[config.mk]
export PLATFORM = sky130hd
export DESIGN_NAME = hmm_mailbox_engine
export DESIGN_NICKNAME = d
export VERILOG_FILES = /design/src/verilog/hmm_mailbox_engine.v
export VERILOG_INCLUDE_DIRS = /design/src /design/src/verilog
export SDC_FILE = /design/constraint.sdc
export NUM_CORES = 1
export LEC_CHECK = 0
export ABC_CLOCK_PERIOD_IN_PS = 4300
export BUFFER_PORTS_ARGS = -buffer_cell sky130_fd_sc_hd__buf_2
export CORE_MARGIN = 2
export CORE_UTILIZATION = 36
export DETAILED_ROUTE_END_ITERATION = 10
export PLACE_DENSITY_LB_ADDON = 0.05
export SETUP_SLACK_MARGIN = 0.4
export SYNTH_ARGS = -nofsm -noshare
export SYNTH_HDL_FRONTEND = slang
export SYNTH_SLANG_ARGS = --single-unit
[constraint.sdc]
create_clock -name clk -period 4.3 [get_ports clk]
set_input_delay 1.075 -clock clk [delete_from_list [all_inputs] [get_ports clk]]
set_output_delay 1.075 -clock clk [all_outputs]
set_load 0.05 [all_outputs]
[src/verilog/hmm_mailbox_defs.vh]
// Constants for the host memory mailbox engine: register map, field layout,
// slot codes and reset values. Definitions only; included by the engine.
`ifndef HMM_MAILBOX_DEFS_VH
`define HMM_MAILBOX_DEFS_VH

// Register byte addresses
`define HMM_ADDR_CTRL      8'h00
`define HMM_ADDR_BASE      8'h04
`define HMM_ADDR_COUNT     8'h08
`define HMM_ADDR_INTFLAG   8'h0C
`define HMM_ADDR_STATE     8'h10

// Control fields
`define HMM_CTRL_RUN       0
`define HMM_CTRL_FREEDEN   1
// Interrupt flag fields
`define HMM_INT_FREED      0
`define HMM_INT_REPLY      1
`define HMM_INT_OTHER      2
`define HMM_INT_ANY        7

// Reset values
`define HMM_RST_BASE       24'h000000
`define HMM_RST_COUNT      8'h00

// Slot geometry
`define HMM_SLOT_BYTES     24'h000004
`define HMM_SLOT_SHIFT     2

// Byte enables: lane 0 is slot byte 0 (code), lanes 1..3 the payload
`define HMM_BE_CODE        4'h1
`define HMM_BE_PAYLOAD     4'hE

// Request slot codes
`define HMM_RQ_FREE        8'h00
`define HMM_RQ_START       8'h01
`define HMM_RQ_ABORT       8'h02

// Reply slot codes
`define HMM_RP_FREE        8'h00
`define HMM_RP_DONE_OK     8'h01
`define HMM_RP_ABORTED     8'h02
`define HMM_RP_NOT_FOUND   8'h03
`define HMM_RP_DONE_ERR    8'h04
`define HMM_RP_NEED_BLOCK  8'h10

// Host status for a duplicate target-role block
`define HMM_HS_DUPLICATE   8'h19

// Reply kinds from the task core
`define HMM_KIND_OK        2'h0
`define HMM_KIND_ABORTED   2'h1
`define HMM_KIND_NOTFOUND  2'h2
`define HMM_KIND_ERR       2'h3

`endif

[src/verilog/hmm_mailbox_engine.v]
// Mailbox engine: request and reply slot ring in system memory, over DMA.
// Assumes a word-wide DMA master port (byte 0 of a slot in lane 0), an APB
// master for the registers, and a task core that runs the referenced blocks.
//
// Overview of operation
// [RULE_01] Every slot is exactly four bytes
// [RULE_02] Equal slot counts, replies follow requests
// [RULE_03] Slot address from base, count, index
// [RULE_04] Initiator and target work share one ring
// [RULE_05] Request: code byte 0, pointer MSB first
// [RULE_06] Zero code byte means request slot free
// [RULE_07] Clear request code after reading slot
// [RULE_08] Code 01h starts, 02h aborts block
// [RULE_09] Other nonzero codes cleared, ignored, unanswered
// [RULE_10] Round-robin polling from slot after last
// [RULE_11] One target block per key; duplicates 19h
// [RULE_12] Missing target block requested through reply
// [RULE_13] Freed slot sets freed and any flags
// [RULE_14] Freed flag already set: leave unchanged
// [RULE_15] Other pending causes defer the freed flag
// [RULE_16] Reply: status byte 0, payload bytes 1-3
// [RULE_17] Write reply only while status is zero
// [RULE_18] Scan reply status bytes for free slot
// [RULE_19] Reply codes 01h, 02h, 04h with address
// [RULE_20] Abort miss posts 03h with supposed address
// [RULE_21] Block request uses 10h with parameters
// [RULE_22] Stored reply sets reply and any flags
// [RULE_23] Payload bytes written before code byte
`timescale 1ns/1ps
`include "hmm_mailbox_defs.vh"

module hmm_mailbox_engine (
  // Clock and reset
  input  wire        clk,
  input  wire        resetn,
  // APB slave
  input  wire        psel,
  input  wire        penable,
  input  wire        pwrite,
  input  wire [7:0]  paddr,
  input  wire [31:0] pwdata,
  output reg  [31:0] prdata,
  output reg         pready,
  output reg         pslverr,
  // DMA master to system memory
  output reg         memReq,
  output reg         memWrite,
  output reg  [23:0] memAddr,
  output reg  [3:0]  memByteEn,
  output reg  [31:0] memWdata,
  input  wire        memAck,
  input  wire [31:0] memRdata,
  // Commands to the task core
  output reg         taskStart,
  output reg         taskAbort,
  output reg  [23:0] taskPtr,
  input  wire        taskReady,
  // Completions from the task core
  input  wire        doneValid,
  input  wire [1:0]  doneKind,
  input  wire [23:0] donePtr,
  output reg         doneReady,
  // Target-role request for a missing block
  input  wire        needValid,
  input  wire [2:0]  needInitiator,
  input  wire [2:0]  needLun,
  input  wire        needRecv,
  input  wire        needSend,
  input  wire [15:0] needLenHi,
  output reg         needReady,
  // Target-role block bookkeeping
  input  wire        tgtClaim,
  input  wire        tgtRelease,
  input  wire [6:0]  tgtKey,
  output reg         tgtAccept,
  output reg         tgtDuplicate,
  output reg  [7:0]  tgtHostStatus,
  // Host interrupt
  input  wire        otherIrq,
  output reg         hostIrq
);

  localparam [2:0] ST_IDLE    = 3'd0;
  localparam [2:0] ST_RQREAD  = 3'd1;
  localparam [2:0] ST_RQHAND  = 3'd2;
  localparam [2:0] ST_RQCLEAR = 3'd3;
  localparam [2:0] ST_RPREAD  = 3'd4;
  localparam [2:0] ST_RPPAY   = 3'd5;
  localparam [2:0] ST_RPCODE  = 3'd6;

  // Request slot i at base + 4i, reply slot i at base + 4*count + 4i
  function [23:0] slotAddr;
    input [23:0] base;
    input [7:0]  count;
    input        isReply;
    input [7:0]  idx;
    reg   [23:0] off;
    begin
      off = ({16'h0000, idx} << `HMM_SLOT_SHIFT);
      if (isReply)
        off = off + ({16'h0000, count} << `HMM_SLOT_SHIFT); // RULE_02
      slotAddr = base + off; // RULE_03
    end
  endfunction

  function [7:0] nextIdx;
    input [7:0] idx;
    input [7:0] count;
    begin
      if (idx + 8'h01 >= count)
        nextIdx = 8'h00;
      else
        nextIdx = idx + 8'h01;
    end
  endfunction

  function [7:0] kindCode;
    input [1:0] kind;
    begin
      case (kind)
        `HMM_KIND_OK:       kindCode = `HMM_RP_DONE_OK; // RULE_19
        `HMM_KIND_ABORTED:  kindCode = `HMM_RP_ABORTED;
        `HMM_KIND_NOTFOUND: kindCode = `HMM_RP_NOT_FOUND; // RULE_20
        default:            kindCode = `HMM_RP_DONE_ERR;
      endcase
    end
  endfunction

  // Registers
  reg         run_r;
  reg         freedEn_r;
  reg  [23:0] base_r;
  reg  [7:0]  count_r;
  reg         flagFreed_r;
  reg         flagReply_r;
  reg         deferFreed_r;
  reg         deferReply_r;
  reg  [2:0]  state_r;
  reg  [7:0]  rqIdx_r;
  reg  [7:0]  rpIdx_r;
  reg  [7:0]  rpTried_r;
  reg  [7:0]  rqCode_r;
  reg         rpHeld_r;
  reg  [7:0]  rpCode_r;
  reg  [23:0] rpData_r;
  reg  [127:0] tgtBusy_r;
  reg         evFreed;
  reg         evReply;

  wire apbAccess = psel & penable & pready;
  wire apbWrite  = apbAccess & pwrite;
  wire apbRead   = apbAccess & ~pwrite;
  wire mapped    = (paddr == `HMM_ADDR_CTRL) | (paddr == `HMM_ADDR_BASE) |
                   (paddr == `HMM_ADDR_COUNT) | (paddr == `HMM_ADDR_INTFLAG) |
                   (paddr == `HMM_ADDR_STATE);
  wire clrFreed  = apbWrite & (paddr == `HMM_ADDR_INTFLAG) & pwdata[`HMM_INT_FREED];
  wire clrReply  = apbWrite & (paddr == `HMM_ADDR_INTFLAG) & pwdata[`HMM_INT_REPLY];
  wire anyFlag   = flagFreed_r | flagReply_r | otherIrq;
  wire ringOn    = run_r & (count_r != `HMM_RST_COUNT);

  // APB slave: one wait state, answer registered
  always @(posedge clk or negedge resetn)
  begin
    if (!resetn)
    begin
      pready  <= 1'b0;
      pslverr <= 1'b0;
      prdata  <= 32'h00000000;
    end
    else
    begin
      pready  <= psel & penable & ~pready;
      pslverr <= psel & penable & ~pready & ~mapped;
      if (psel & penable & ~pready & ~pwrite)
      begin
        case (paddr)
          `HMM_ADDR_CTRL:    prdata <= {30'h00000000, freedEn_r, run_r};
          `HMM_ADDR_BASE:    prdata <= {8'h00, base_r};
          `HMM_ADDR_COUNT:   prdata <= {24'h000000, count_r};
          `HMM_ADDR_INTFLAG: prdata <= {24'h000000, hostIrq, 4'h0, otherIrq, flagReply_r, flagFreed_r};
          `HMM_ADDR_STATE:   prdata <= {10'h000, rpHeld_r, 2'h0, state_r, rpIdx_r, rqIdx_r};
          default:           prdata <= 32'h00000000;
        endcase
      end
    end
  end

  // Configuration writes take effect at the completing edge
  always @(posedge clk or negedge resetn)
  begin
    if (!resetn)
    begin
      run_r     <= 1'b0;
      freedEn_r <= 1'b0;
      base_r    <= `HMM_RST_BASE;
      count_r   <= `HMM_RST_COUNT;
    end
    else if (apbWrite)
    begin
      case (paddr)
        `HMM_ADDR_CTRL:
        begin
          run_r     <= pwdata[`HMM_CTRL_RUN];
          freedEn_r <= pwdata[`HMM_CTRL_FREEDEN];
        end
        `HMM_ADDR_BASE:  base_r  <= pwdata[23:0];
        `HMM_ADDR_COUNT: count_r <= pwdata[7:0];
        default:         run_r   <= run_r;
      endcase
    end
  end

  // Interrupt flags: a set on the clearing edge wins over the clear.
  // Deferred events wait until every other cause is gone, so clearing one
  // cause can never swallow a notice for another.
  always @(posedge clk or negedge resetn)
  begin
    if (!resetn)
    begin
      flagFreed_r  <= 1'b0;
      flagReply_r  <= 1'b0;
      deferFreed_r <= 1'b0;
      deferReply_r <= 1'b0;
      hostIrq      <= 1'b0;
    end
    else
    begin
      if (flagReply_r & ~clrReply)
        deferReply_r <= 1'b0;
      else if (evReply | deferReply_r)
      begin
        if (flagFreed_r | otherIrq)
        begin
          // A clear on the deferring edge must not be lost
          deferReply_r <= 1'b1; // RULE_22
          if (clrReply)
            flagReply_r <= 1'b0;
        end
        else
        begin
          flagReply_r  <= 1'b1; // RULE_22
          deferReply_r <= 1'b0;
        end
      end
      else if (clrReply)
        flagReply_r <= 1'b0;
      if (flagFreed_r & ~clrFreed)
        deferFreed_r <= 1'b0; // RULE_14
      else if (evFreed | deferFreed_r)
      begin
        if (flagReply_r | otherIrq | evReply | deferReply_r)
        begin
          deferFreed_r <= 1'b1; // RULE_15
          if (clrFreed)
            flagFreed_r <= 1'b0;
        end
        else
        begin
          flagFreed_r  <= 1'b1; // RULE_13
          deferFreed_r <= 1'b0;
        end
      end
      else if (clrFreed)
        flagFreed_r <= 1'b0;
      hostIrq <= anyFlag;
    end
  end

  // Target-role block table: one per initiator, unit and direction
  always @(posedge clk or negedge resetn)
  begin
    if (!resetn)
    begin
      tgtBusy_r     <= 128'h0;
      tgtAccept     <= 1'b0;
      tgtDuplicate  <= 1'b0;
      tgtHostStatus <= 8'h00;
    end
    else
    begin
      tgtAccept    <= tgtClaim & ~tgtBusy_r[tgtKey];
      tgtDuplicate <= tgtClaim & tgtBusy_r[tgtKey]; // RULE_11
      if (tgtClaim & tgtBusy_r[tgtKey])
        tgtHostStatus <= `HMM_HS_DUPLICATE; // RULE_11
      else if (tgtClaim)
        tgtHostStatus <= 8'h00;
      if (tgtClaim)
        tgtBusy_r[tgtKey] <= 1'b1;
      else if (tgtRelease)
        tgtBusy_r[tgtKey] <= 1'b0;
    end
  end

  // Reply holding register; ready is low while a reply waits for a slot
  always @(posedge clk or negedge resetn)
  begin
    if (!resetn)
    begin
      rpHeld_r  <= 1'b0;
      rpCode_r  <= `HMM_RP_FREE;
      rpData_r  <= 24'h000000;
      doneReady <= 1'b0;
      needReady <= 1'b0;
    end
    else
    begin
      if (!rpHeld_r & doneValid & doneReady)
      begin
        rpHeld_r <= 1'b1;
        rpCode_r <= kindCode(doneKind);
        rpData_r <= donePtr; // RULE_19
      end
      else if (!rpHeld_r & needValid & needReady)
      begin
        rpHeld_r <= 1'b1;
        rpCode_r <= `HMM_RP_NEED_BLOCK; // RULE_12
        rpData_r <= {needInitiator, needRecv, needSend, needLun, needLenHi}; // RULE_21
      end
      else if (state_r == ST_RPCODE && memAck)
        rpHeld_r <= 1'b0;
      doneReady <= ~rpHeld_r & ~(doneValid & doneReady) & ~(needValid & needReady);
      needReady <= ~rpHeld_r & ~doneValid & ~(doneValid & doneReady) & ~(needValid & needReady);
    end
  end

  // Slot engine: replies first, then one request slot per poll
  always @(posedge clk or negedge resetn)
  begin
    if (!resetn)
    begin
      state_r   <= ST_IDLE;
      rqIdx_r   <= 8'h00;
      rpIdx_r   <= 8'h00;
      rpTried_r <= 8'h00;
      rqCode_r  <= `HMM_RQ_FREE;
      memReq    <= 1'b0;
      memWrite  <= 1'b0;
      memAddr   <= 24'h000000;
      memByteEn <= 4'h0;
      memWdata  <= 32'h00000000;
      taskStart <= 1'b0;
      taskAbort <= 1'b0;
      taskPtr   <= 24'h000000;
      evFreed   <= 1'b0;
      evReply   <= 1'b0;
    end
    else
    begin
      taskStart <= 1'b0;
      taskAbort <= 1'b0;
      evFreed   <= 1'b0;
      evReply   <= 1'b0;
      case (state_r)
        ST_IDLE:
        begin
          if (ringOn && rpHeld_r && rpTried_r < count_r)
          begin
            state_r   <= ST_RPREAD;
            memReq    <= 1'b1;
            memWrite  <= 1'b0;
            memByteEn <= `HMM_BE_CODE;
            memAddr   <= slotAddr(base_r, count_r, 1'b1, rpIdx_r); // RULE_18
          end
          else if (ringOn)
          begin
            rpTried_r <= 8'h00;
            state_r   <= ST_RQREAD;
            memReq    <= 1'b1;
            memWrite  <= 1'b0;
            memByteEn <= `HMM_BE_CODE | `HMM_BE_PAYLOAD; // RULE_01
            memAddr   <= slotAddr(base_r, count_r, 1'b0, rqIdx_r); // RULE_10
          end
        end
        ST_RQREAD:
        begin
          if (memAck)
          begin
            memReq   <= 1'b0;
            rqCode_r <= memRdata[7:0]; // RULE_05
            taskPtr  <= {memRdata[15:8], memRdata[23:16], memRdata[31:24]}; // RULE_05
            if (memRdata[7:0] == `HMM_RQ_FREE)
            begin
              rqIdx_r <= nextIdx(rqIdx_r, count_r); // RULE_06
              state_r <= ST_IDLE;
            end
            else
              state_r <= ST_RQHAND;
          end
        end
        ST_RQHAND:
        begin
          // Same hand-off for initiator and target blocks
          if (rqCode_r != `HMM_RQ_START && rqCode_r != `HMM_RQ_ABORT)
            state_r <= ST_RQCLEAR; // RULE_09
          else if (taskReady)
          begin
            taskStart <= (rqCode_r == `HMM_RQ_START); // RULE_08
            taskAbort <= (rqCode_r == `HMM_RQ_ABORT); // RULE_04
            state_r   <= ST_RQCLEAR;
          end
          if (rqCode_r != `HMM_RQ_START && rqCode_r != `HMM_RQ_ABORT || taskReady)
          begin
            memReq    <= 1'b1;
            memWrite  <= 1'b1;
            memByteEn <= `HMM_BE_CODE;
            memWdata  <= {24'h000000, `HMM_RQ_FREE}; // RULE_07
          end
        end
        ST_RQCLEAR:
        begin
          if (memAck)
          begin
            memReq   <= 1'b0;
            memWrite <= 1'b0;
            evFreed  <= freedEn_r; // RULE_13
            rqIdx_r  <= nextIdx(rqIdx_r, count_r); // RULE_10
            state_r  <= ST_IDLE;
          end
        end
        ST_RPREAD:
        begin
          if (memAck)
          begin
            if (memRdata[7:0] == `HMM_RP_FREE)
            begin
              // Payload first so the host never sees a code with old data
              memWrite  <= 1'b1;
              memByteEn <= `HMM_BE_PAYLOAD; // RULE_23
              memWdata  <= {rpData_r[7:0], rpData_r[15:8], rpData_r[23:16], 8'h00}; // RULE_16
              state_r   <= ST_RPPAY; // RULE_17
            end
            else
            begin
              // Full ring: fall back to request polling after count_r failed tries
              memReq    <= 1'b0;
              rpIdx_r   <= nextIdx(rpIdx_r, count_r);
              rpTried_r <= rpTried_r + 8'h01;
              state_r   <= ST_IDLE;
            end
          end
        end
        ST_RPPAY:
        begin
          if (memAck)
          begin
            memByteEn <= `HMM_BE_CODE;
            memWdata  <= {24'h000000, rpCode_r}; // RULE_23
            state_r   <= ST_RPCODE;
          end
        end
        ST_RPCODE:
        begin
          if (memAck)
          begin
            memReq    <= 1'b0;
            memWrite  <= 1'b0;
            evReply   <= 1'b1; // RULE_22
            rpIdx_r   <= nextIdx(rpIdx_r, count_r);
            rpTried_r <= 8'h00;
            state_r   <= ST_IDLE;
          end
        end
        default:
        begin
          memReq  <= 1'b0;
          state_r <= ST_IDLE;
        end
      endcase
    end
  end

endmodule // hmm_mailbox_engine
# Word level (Yosys, flattened, before mapping)
# Index checks and enable logic that the tools add are counted.
dict set report word_totals {
  ff_bits 371
  input_bits 141
  out_inout_bits 135
}
dict set report classes {
  n_addsub 6
  order_cmp 5
  n_eq_ne 31
  muxes 94
  bitwise_logic 51
  reduce_logical 40
}
# operator n
set ops {}
lappend ops {{two-way mux 128 bit} 2}
lappend ops {{two-way mux 24 bit} 6}
lappend ops {{two-way mux 8 bit} 17}
lappend ops {{bitwise AND 128 bit} 1}
lappend ops {{two-way mux 32 bit} 4}
lappend ops {{NOT 128 bit} 1}
lappend ops {{OR 128 bit} 1}
lappend ops {{one-hot mux 24 bit (5 select lines)} 1}
lappend ops {{one-hot mux 32 bit (3 select lines)} 1}
lappend ops {{two-way mux 1 bit} 37}
lappend ops {{one-hot mux 8 bit (2 select lines)} 2}
lappend ops {{AND reduction 6 bit} 5}
lappend ops {{two-way mux 3 bit} 9}
lappend ops {{bitwise AND 1 bit} 25}
lappend ops {{adder 24 x 10 -> 24 bit} 1}
lappend ops {{adder 24 bit} 1}
lappend ops {{adder 8 x 1 -> 8 bit (second input constant)} 3}
lappend ops {{two-way mux 4 bit} 6}
lappend ops {{one-hot mux 8 bit (3 select lines)} 1}
lappend ops {{!= test 2 bit (second input constant)} 11}
lappend ops {{one-hot mux 3 bit (6 select lines)} 1}
lappend ops {{equality test 8 x 4 -> 1 bit (second input constant)} 2}
lappend ops {{greater-or-equal comparator 8 bit} 2}
lappend ops {{zero test 8 bit} 2}
lappend ops {{40 further kinds} 85}

# Depth between registers and ports, before layout
dict set report logic_depth {
  depth_word 8
  ltp_mapped 18
  depth_no_buf 18
}

# Least setup slack after synthesis
# No wires, ideal clock.
dict set report synth_path {
  path_type {flip-flop to flip-flop}
  from {reg count_r[1]}
  to {reg memAddr[14]}
  setup_ns 0.083
  arrival_time_ns 3.612
  path_slack_ns 0.606
  path_stages_with_launch 19
  synth_period_minus_slack_ns 3.694
  path_cell_list {dfrtp_1 -> inv_1 -> ha_1 -> a21o_1 -> a21o_1 -> a21o_1 -> a211o_1 -> clkbuf_1 -> mux2_2 -> ha_1 -> inv_1 -> fa_1 -> nor2b_1 -> o21a_1 -> o21ai_0 -> a21oi_1 -> o2111ai_1 -> xor2_1 -> o21ai_0}
}
dict set report synth_between {
  elab_chain_cells 6
  elab_cells_between_ends 12
  cone_classes {add/sub: 2; order compare: 1; mux: 3; bitwise: 1; reduce/logical: 5}
}
# element line
set synth_lines {}
lappend synth_lines {{start, declared} hmm_mailbox_engine.v:133} ;# reg [7:0] count_r;
lappend synth_lines {{start signal, assigned} hmm_mailbox_engine.v:196} ;# count_r <= `HMM_RST_COUNT;
lappend synth_lines {{start signal, assigned} hmm_mailbox_engine.v:207} ;# `HMM_ADDR_COUNT: count_r <= pwdata[7:0];
lappend synth_lines {{parallel branches: the longest is 6 deep, another holds adder 24 bit} --}
lappend synth_lines {{end signal, assigned} hmm_mailbox_engine.v:362} ;# memAddr <= slotAddr(base_r, count_r, 1'b1, rpIdx_r);
lappend synth_lines {{end signal, assigned} hmm_mailbox_engine.v:371} ;# memAddr <= slotAddr(base_r, count_r, 1'b0, rqIdx_r);
lappend synth_lines {{end, declared} hmm_mailbox_engine.v:48} ;# output reg [23:0] memAddr,
# Several ways; the timed one is not identified. The select of a mux whose other input is x is not followed.
# A chain may end at the register's enable or synchronous reset.

# Final worst setup path
dict set report layout_path {
  from {reg count_r[2]}
  to {reg memAddr[14]}
}
# Same word-level chain as after synthesis.

==> impl_metrics.json <==
{
  "grt_use_met1": 0.2990,
  "power_leakage_nw": 9.827,
  "synth_warnings": 0,
  "start_util": 0.3652,
  "ant_nets": 0,
  "power.share.combinational": 0.227,
  "area_growth_pct": 19.70,
  "ff2ff_path_depth": 17,
  "synth.distinct_cells": 72,
  "finalWirelength_um": 50070,
  "die_h_um": 224.1,
  "top_usage_layer": "met2",
  "worst_setup_path_end_kind": "flip-flop",
  "cp_max_fo": 6,
  "p_sw_frac": 0.3260,
  "fin_setup_tns_ps": 0,
  "synthesis.area_per_instance_sq_um": 10.17,
  "crit_type": "flip-flop to flip-flop",
  "cp_top_family": "compound AO/OA/AOI/OAI gates",
  "relSlewSlack": 0.3929,
  "p_int_mw": 6.649,
  "outcome": "complete, no violations",
  "synthArstFlopShare": 1.000,
  "first_global_vias": 13530,
  "cts.path.max_buffers": 3,
  "clockPowerShare": 0.360,
  "antenna_found_initial": 2,
  "gp_congestion": 0.7963,
  "cts_buffers": 43,
  "fmax_ghz": 0.2709,
  "min_path_cells": 2,
  "grt_max_degree": 103,
  "gr-usage-met3": 0.04578,
  "globalRouteTotalUtil": 0.2024,
  "worst_path_largest_cell_delay_ps": 420,
  "grt_remaining_overflow": 0,
  "start_kind": "flip-flop",
  "path_cells": "inv_1 > ha_1 > a21o_1 > a21o_1 > a211o_4 > mux2_2 > ha_1 > inv_1 > fa_2 > nor2b_1 > o21a_1 > o21ai_2 > a21oi_2 > buf_4 > o2111ai_1 > xor2_1 > o21ai_0",
  "drc": 0,
  "synth_edf_count": 0,
  "post-route-period-util": 0.8585,
  "dieArea_sq_um": 50220,
  "grtUsageMet2": 0.3005,
  "nets": 2129,
  "setup_viol": 0,
  "fin_crit_ps": 3692,
  "arrival_ps": 4100,
  "ys_seq_area_frac": 0.4965,
  "via_per_inst": 5.295,
  "synthesis.area_sq_um": 17440,
  "p_per_area_nw_per_um2": 472.7,
  "pre_cts_slack_ps": 282.5,
  "grt_pass1_wl_um": 80080,
  "hold_class": "flip-flop to flip-flop",
  "clk_pin_slew_ps": 60,
  "cp_num_buf_inv": 3,
  "worstReg2RegEnd": "memAddr[14]",
  "r2r-start": "count_r[2]",
  "cts_tree": "yes",
  "die_w_um": 224.1,
  "cts_root_buffer": "clkbuf_16",
  "dr.first_iter.drc_count": 946,
  "dp_hpwl_um": 34420,
  "num_vias": 13700,
  "slew_violations": 0,
  "holdBufCountCts": 0,
  "finalWorstSetupSlack_ps": 608.4,
  "rows": 80,
  "hold_violations": 0,
  "required_ps": 4710,
  "switchingPower_mw": 3.217,
  "synth-seq-cells": 346,
  "core_sq_um": 47750,
  "firstDrtPassIters": 5,
  "r2r_slack_ps": 610,
  "pin_count": 276,
  "port_buffers": 250,
  "avgRoutedWirePerCell_um": 19.35,
  "hp-start": "memWdata[28]",
  "holdPathEnd": "memWdata[28]",
  "worstMarginPinSlew_ps": 899.2,
  "peakVddDrop_v": 0.0004986,
  "synth_top_flop_cell": "dfrtp_1",
  "fillers": 4674,
  "crit_slowest_cell": "dfrtp_1",
  "drive_gt1_frac": 0.2505,
  "rsz0062_at_grt": "true",
  "insertion_delay_ps": 560,
  "synth_cells": 1715,
  "drv_cap": 0,
  "clock-skew-final_ps": 13.13,
  "htree_levels": 2,
  "seq_power_share": 0.413,
  "clock-sinks": 346
}
synthesized netlist by cell type, drive strengths merged, types with 11 or more instances:
cell type | number | area share
ha | 46 | 0.033
xor2 | 25 | 0.013
o21ai | 266 | 0.076
a21oi | 28 | 0.0083
and2 | 11 | 0.0039
buf | 41 | 0.016
nor2 | 54 | 0.012
nand2b | 17 | 0.0061
nand4 | 12 | 0.0043
a21o | 14 | 0.0060
mux2 | 75 | 0.049
o31ai | 133 | 0.058
nand2 | 222 | 0.048
nor2b | 17 | 0.0061
nor3 | 16 | 0.0055
nand3 | 55 | 0.016
dfrtp | 346 | 0.50
a22oi | 15 | 0.0065
mux2i | 37 | 0.021
clkbuf | 105 | 0.023
inv | 36 | 0.0077
mux4 | 22 | 0.030
and3 | 11 | 0.0039
through the flow:
step | area (sq um) | util | std cells | hold WS [ps] | power, mW
final | 20870 | 0.4372 | 2588 | 473.4 | 9.866
after global routing | 20870 | 0.4371 | 2587 | 499.5 | 10.41
after CTS | 20800 | 0.4356 | 2582 | 481.9 | 10.01
after detailed placement | 19400 | 0.4064 | 2505 | 468.9 | 6.391
after global placement | 19400 | 0.4064 | 2505 | 457.5 | 6.353
after floorplan | 17500 | - | 1731 | 458.6 | 5.700
layer usage:
layer	vias to the layer above	part of all wire	wire length (um)
met2	341	0.43	21730
li1	6654	-	-
met4	4	0.016	817
met1	6644	0.49	24300
met5	-	0.00048	24
met3	60	0.064	3198
worst max path at each step:
stage / startpoint / end / slack (ps) / depth (start not counted)
3_5_place_dp: count_r[6] / memAddr[20] / 280 / 17
5_1_grt: count_r[0] / memAddr[23] / 380 / 17
3_3_place_gp: count_r[1] / memAddr[20] / 330 / 17
4_1_cts: count_r[1] / memAddr[20] / 430 / 17
2_1_floorplan: count_r[1] / memAddr[14] / 610 / 18
6_report: count_r[2] / memAddr[14] / 610 / 17
power by group through the flow:
stage	combinational [mW]	sequential [mW]	clock, mW
global route	2.47	4.14	3.80
detailed placement	2.26	4.13	0
finish	2.24	4.07	3.55
global placement	2.24	4.12	0
floorplan	1.14	4.56	0
CTS	2.27	4.08	3.66
tightest hold or removal path, stage by stage (launching register included):
cell,delay [ps]
dfrtp_1,340
nand2_1,40
o21ai_0,60
kinds of logic (layout without fill, tap and decap cells):
family | count (synthesis) | after routing | synth area share
buffers and inverters | 182 | 423 | 0.04614
AND/OR/NAND/NOR | 445 | 445 | 0.1175
flip-flops | 346 | 346 | 0.4965
AO/OA/AOI/OAI | 524 | 524 | 0.1870
other | 1 | 18 | 0.0002150
adder cells (fa/ha/maj) | 48 | 48 | 0.03530
XOR/XNOR | 35 | 35 | 0.01758
multiplexers | 134 | 134 | 0.09981
repair_timing:
item / in CTS / in global routing
buffers inserted: 0 / 5
pin swaps: 0 / 6
resized for setup: 4 / 15
endpoints found under the setup margin: 12 / 17
area by class of cell:
cell class	instances	area [sq um]	share of cell area
inverter	36	136.4	0.006534
tap	615	769.5	0.03687
antenna	1	2.502	0.0001199
sequential	346	8662	0.4150
clock buffer	69	1346	0.06450
multi-input combinational	1203	8102	0.3881
clock inverter	8	42.54	0.002038
timing repair buffer	310	1812	0.08680
cells in the final DEF, fill, tap and decap left out, types with 10 or more instances in the layout:
cell | Yosys | final
nand2b_1 | 17 | 17
clkbuf_8 | 0 | 13
xnor2_1 | 10 | 10
nand2_1 | 222 | 222
mux2i_1 | 37 | 37
buf_2 | 13 | 249
and3_1 | 11 | 11
a21oi_1 | 27 | 24
clkbuf_1 | 105 | 11
inv_1 | 36 | 34
a22oi_1 | 15 | 15
buf_4 | 22 | 52
mux4_2 | 15 | 15
mux2_2 | 74 | 74
conb_1 | 1 | 17
a21o_1 | 14 | 13
xor2_1 | 25 | 25
clkbuf_16 | 0 | 45
nand3_1 | 55 | 55
dfrtp_1 | 346 | 343
o31ai_1 | 132 | 132
nor3_1 | 14 | 12
o21ai_0 | 263 | 258
and2_1 | 10 | 10
nor2b_1 | 17 | 17
ha_1 | 46 | 46
nor2_1 | 53 | 52
nand4_1 | 12 | 12
Note: power is estimated with default switching activity, not from simulation.
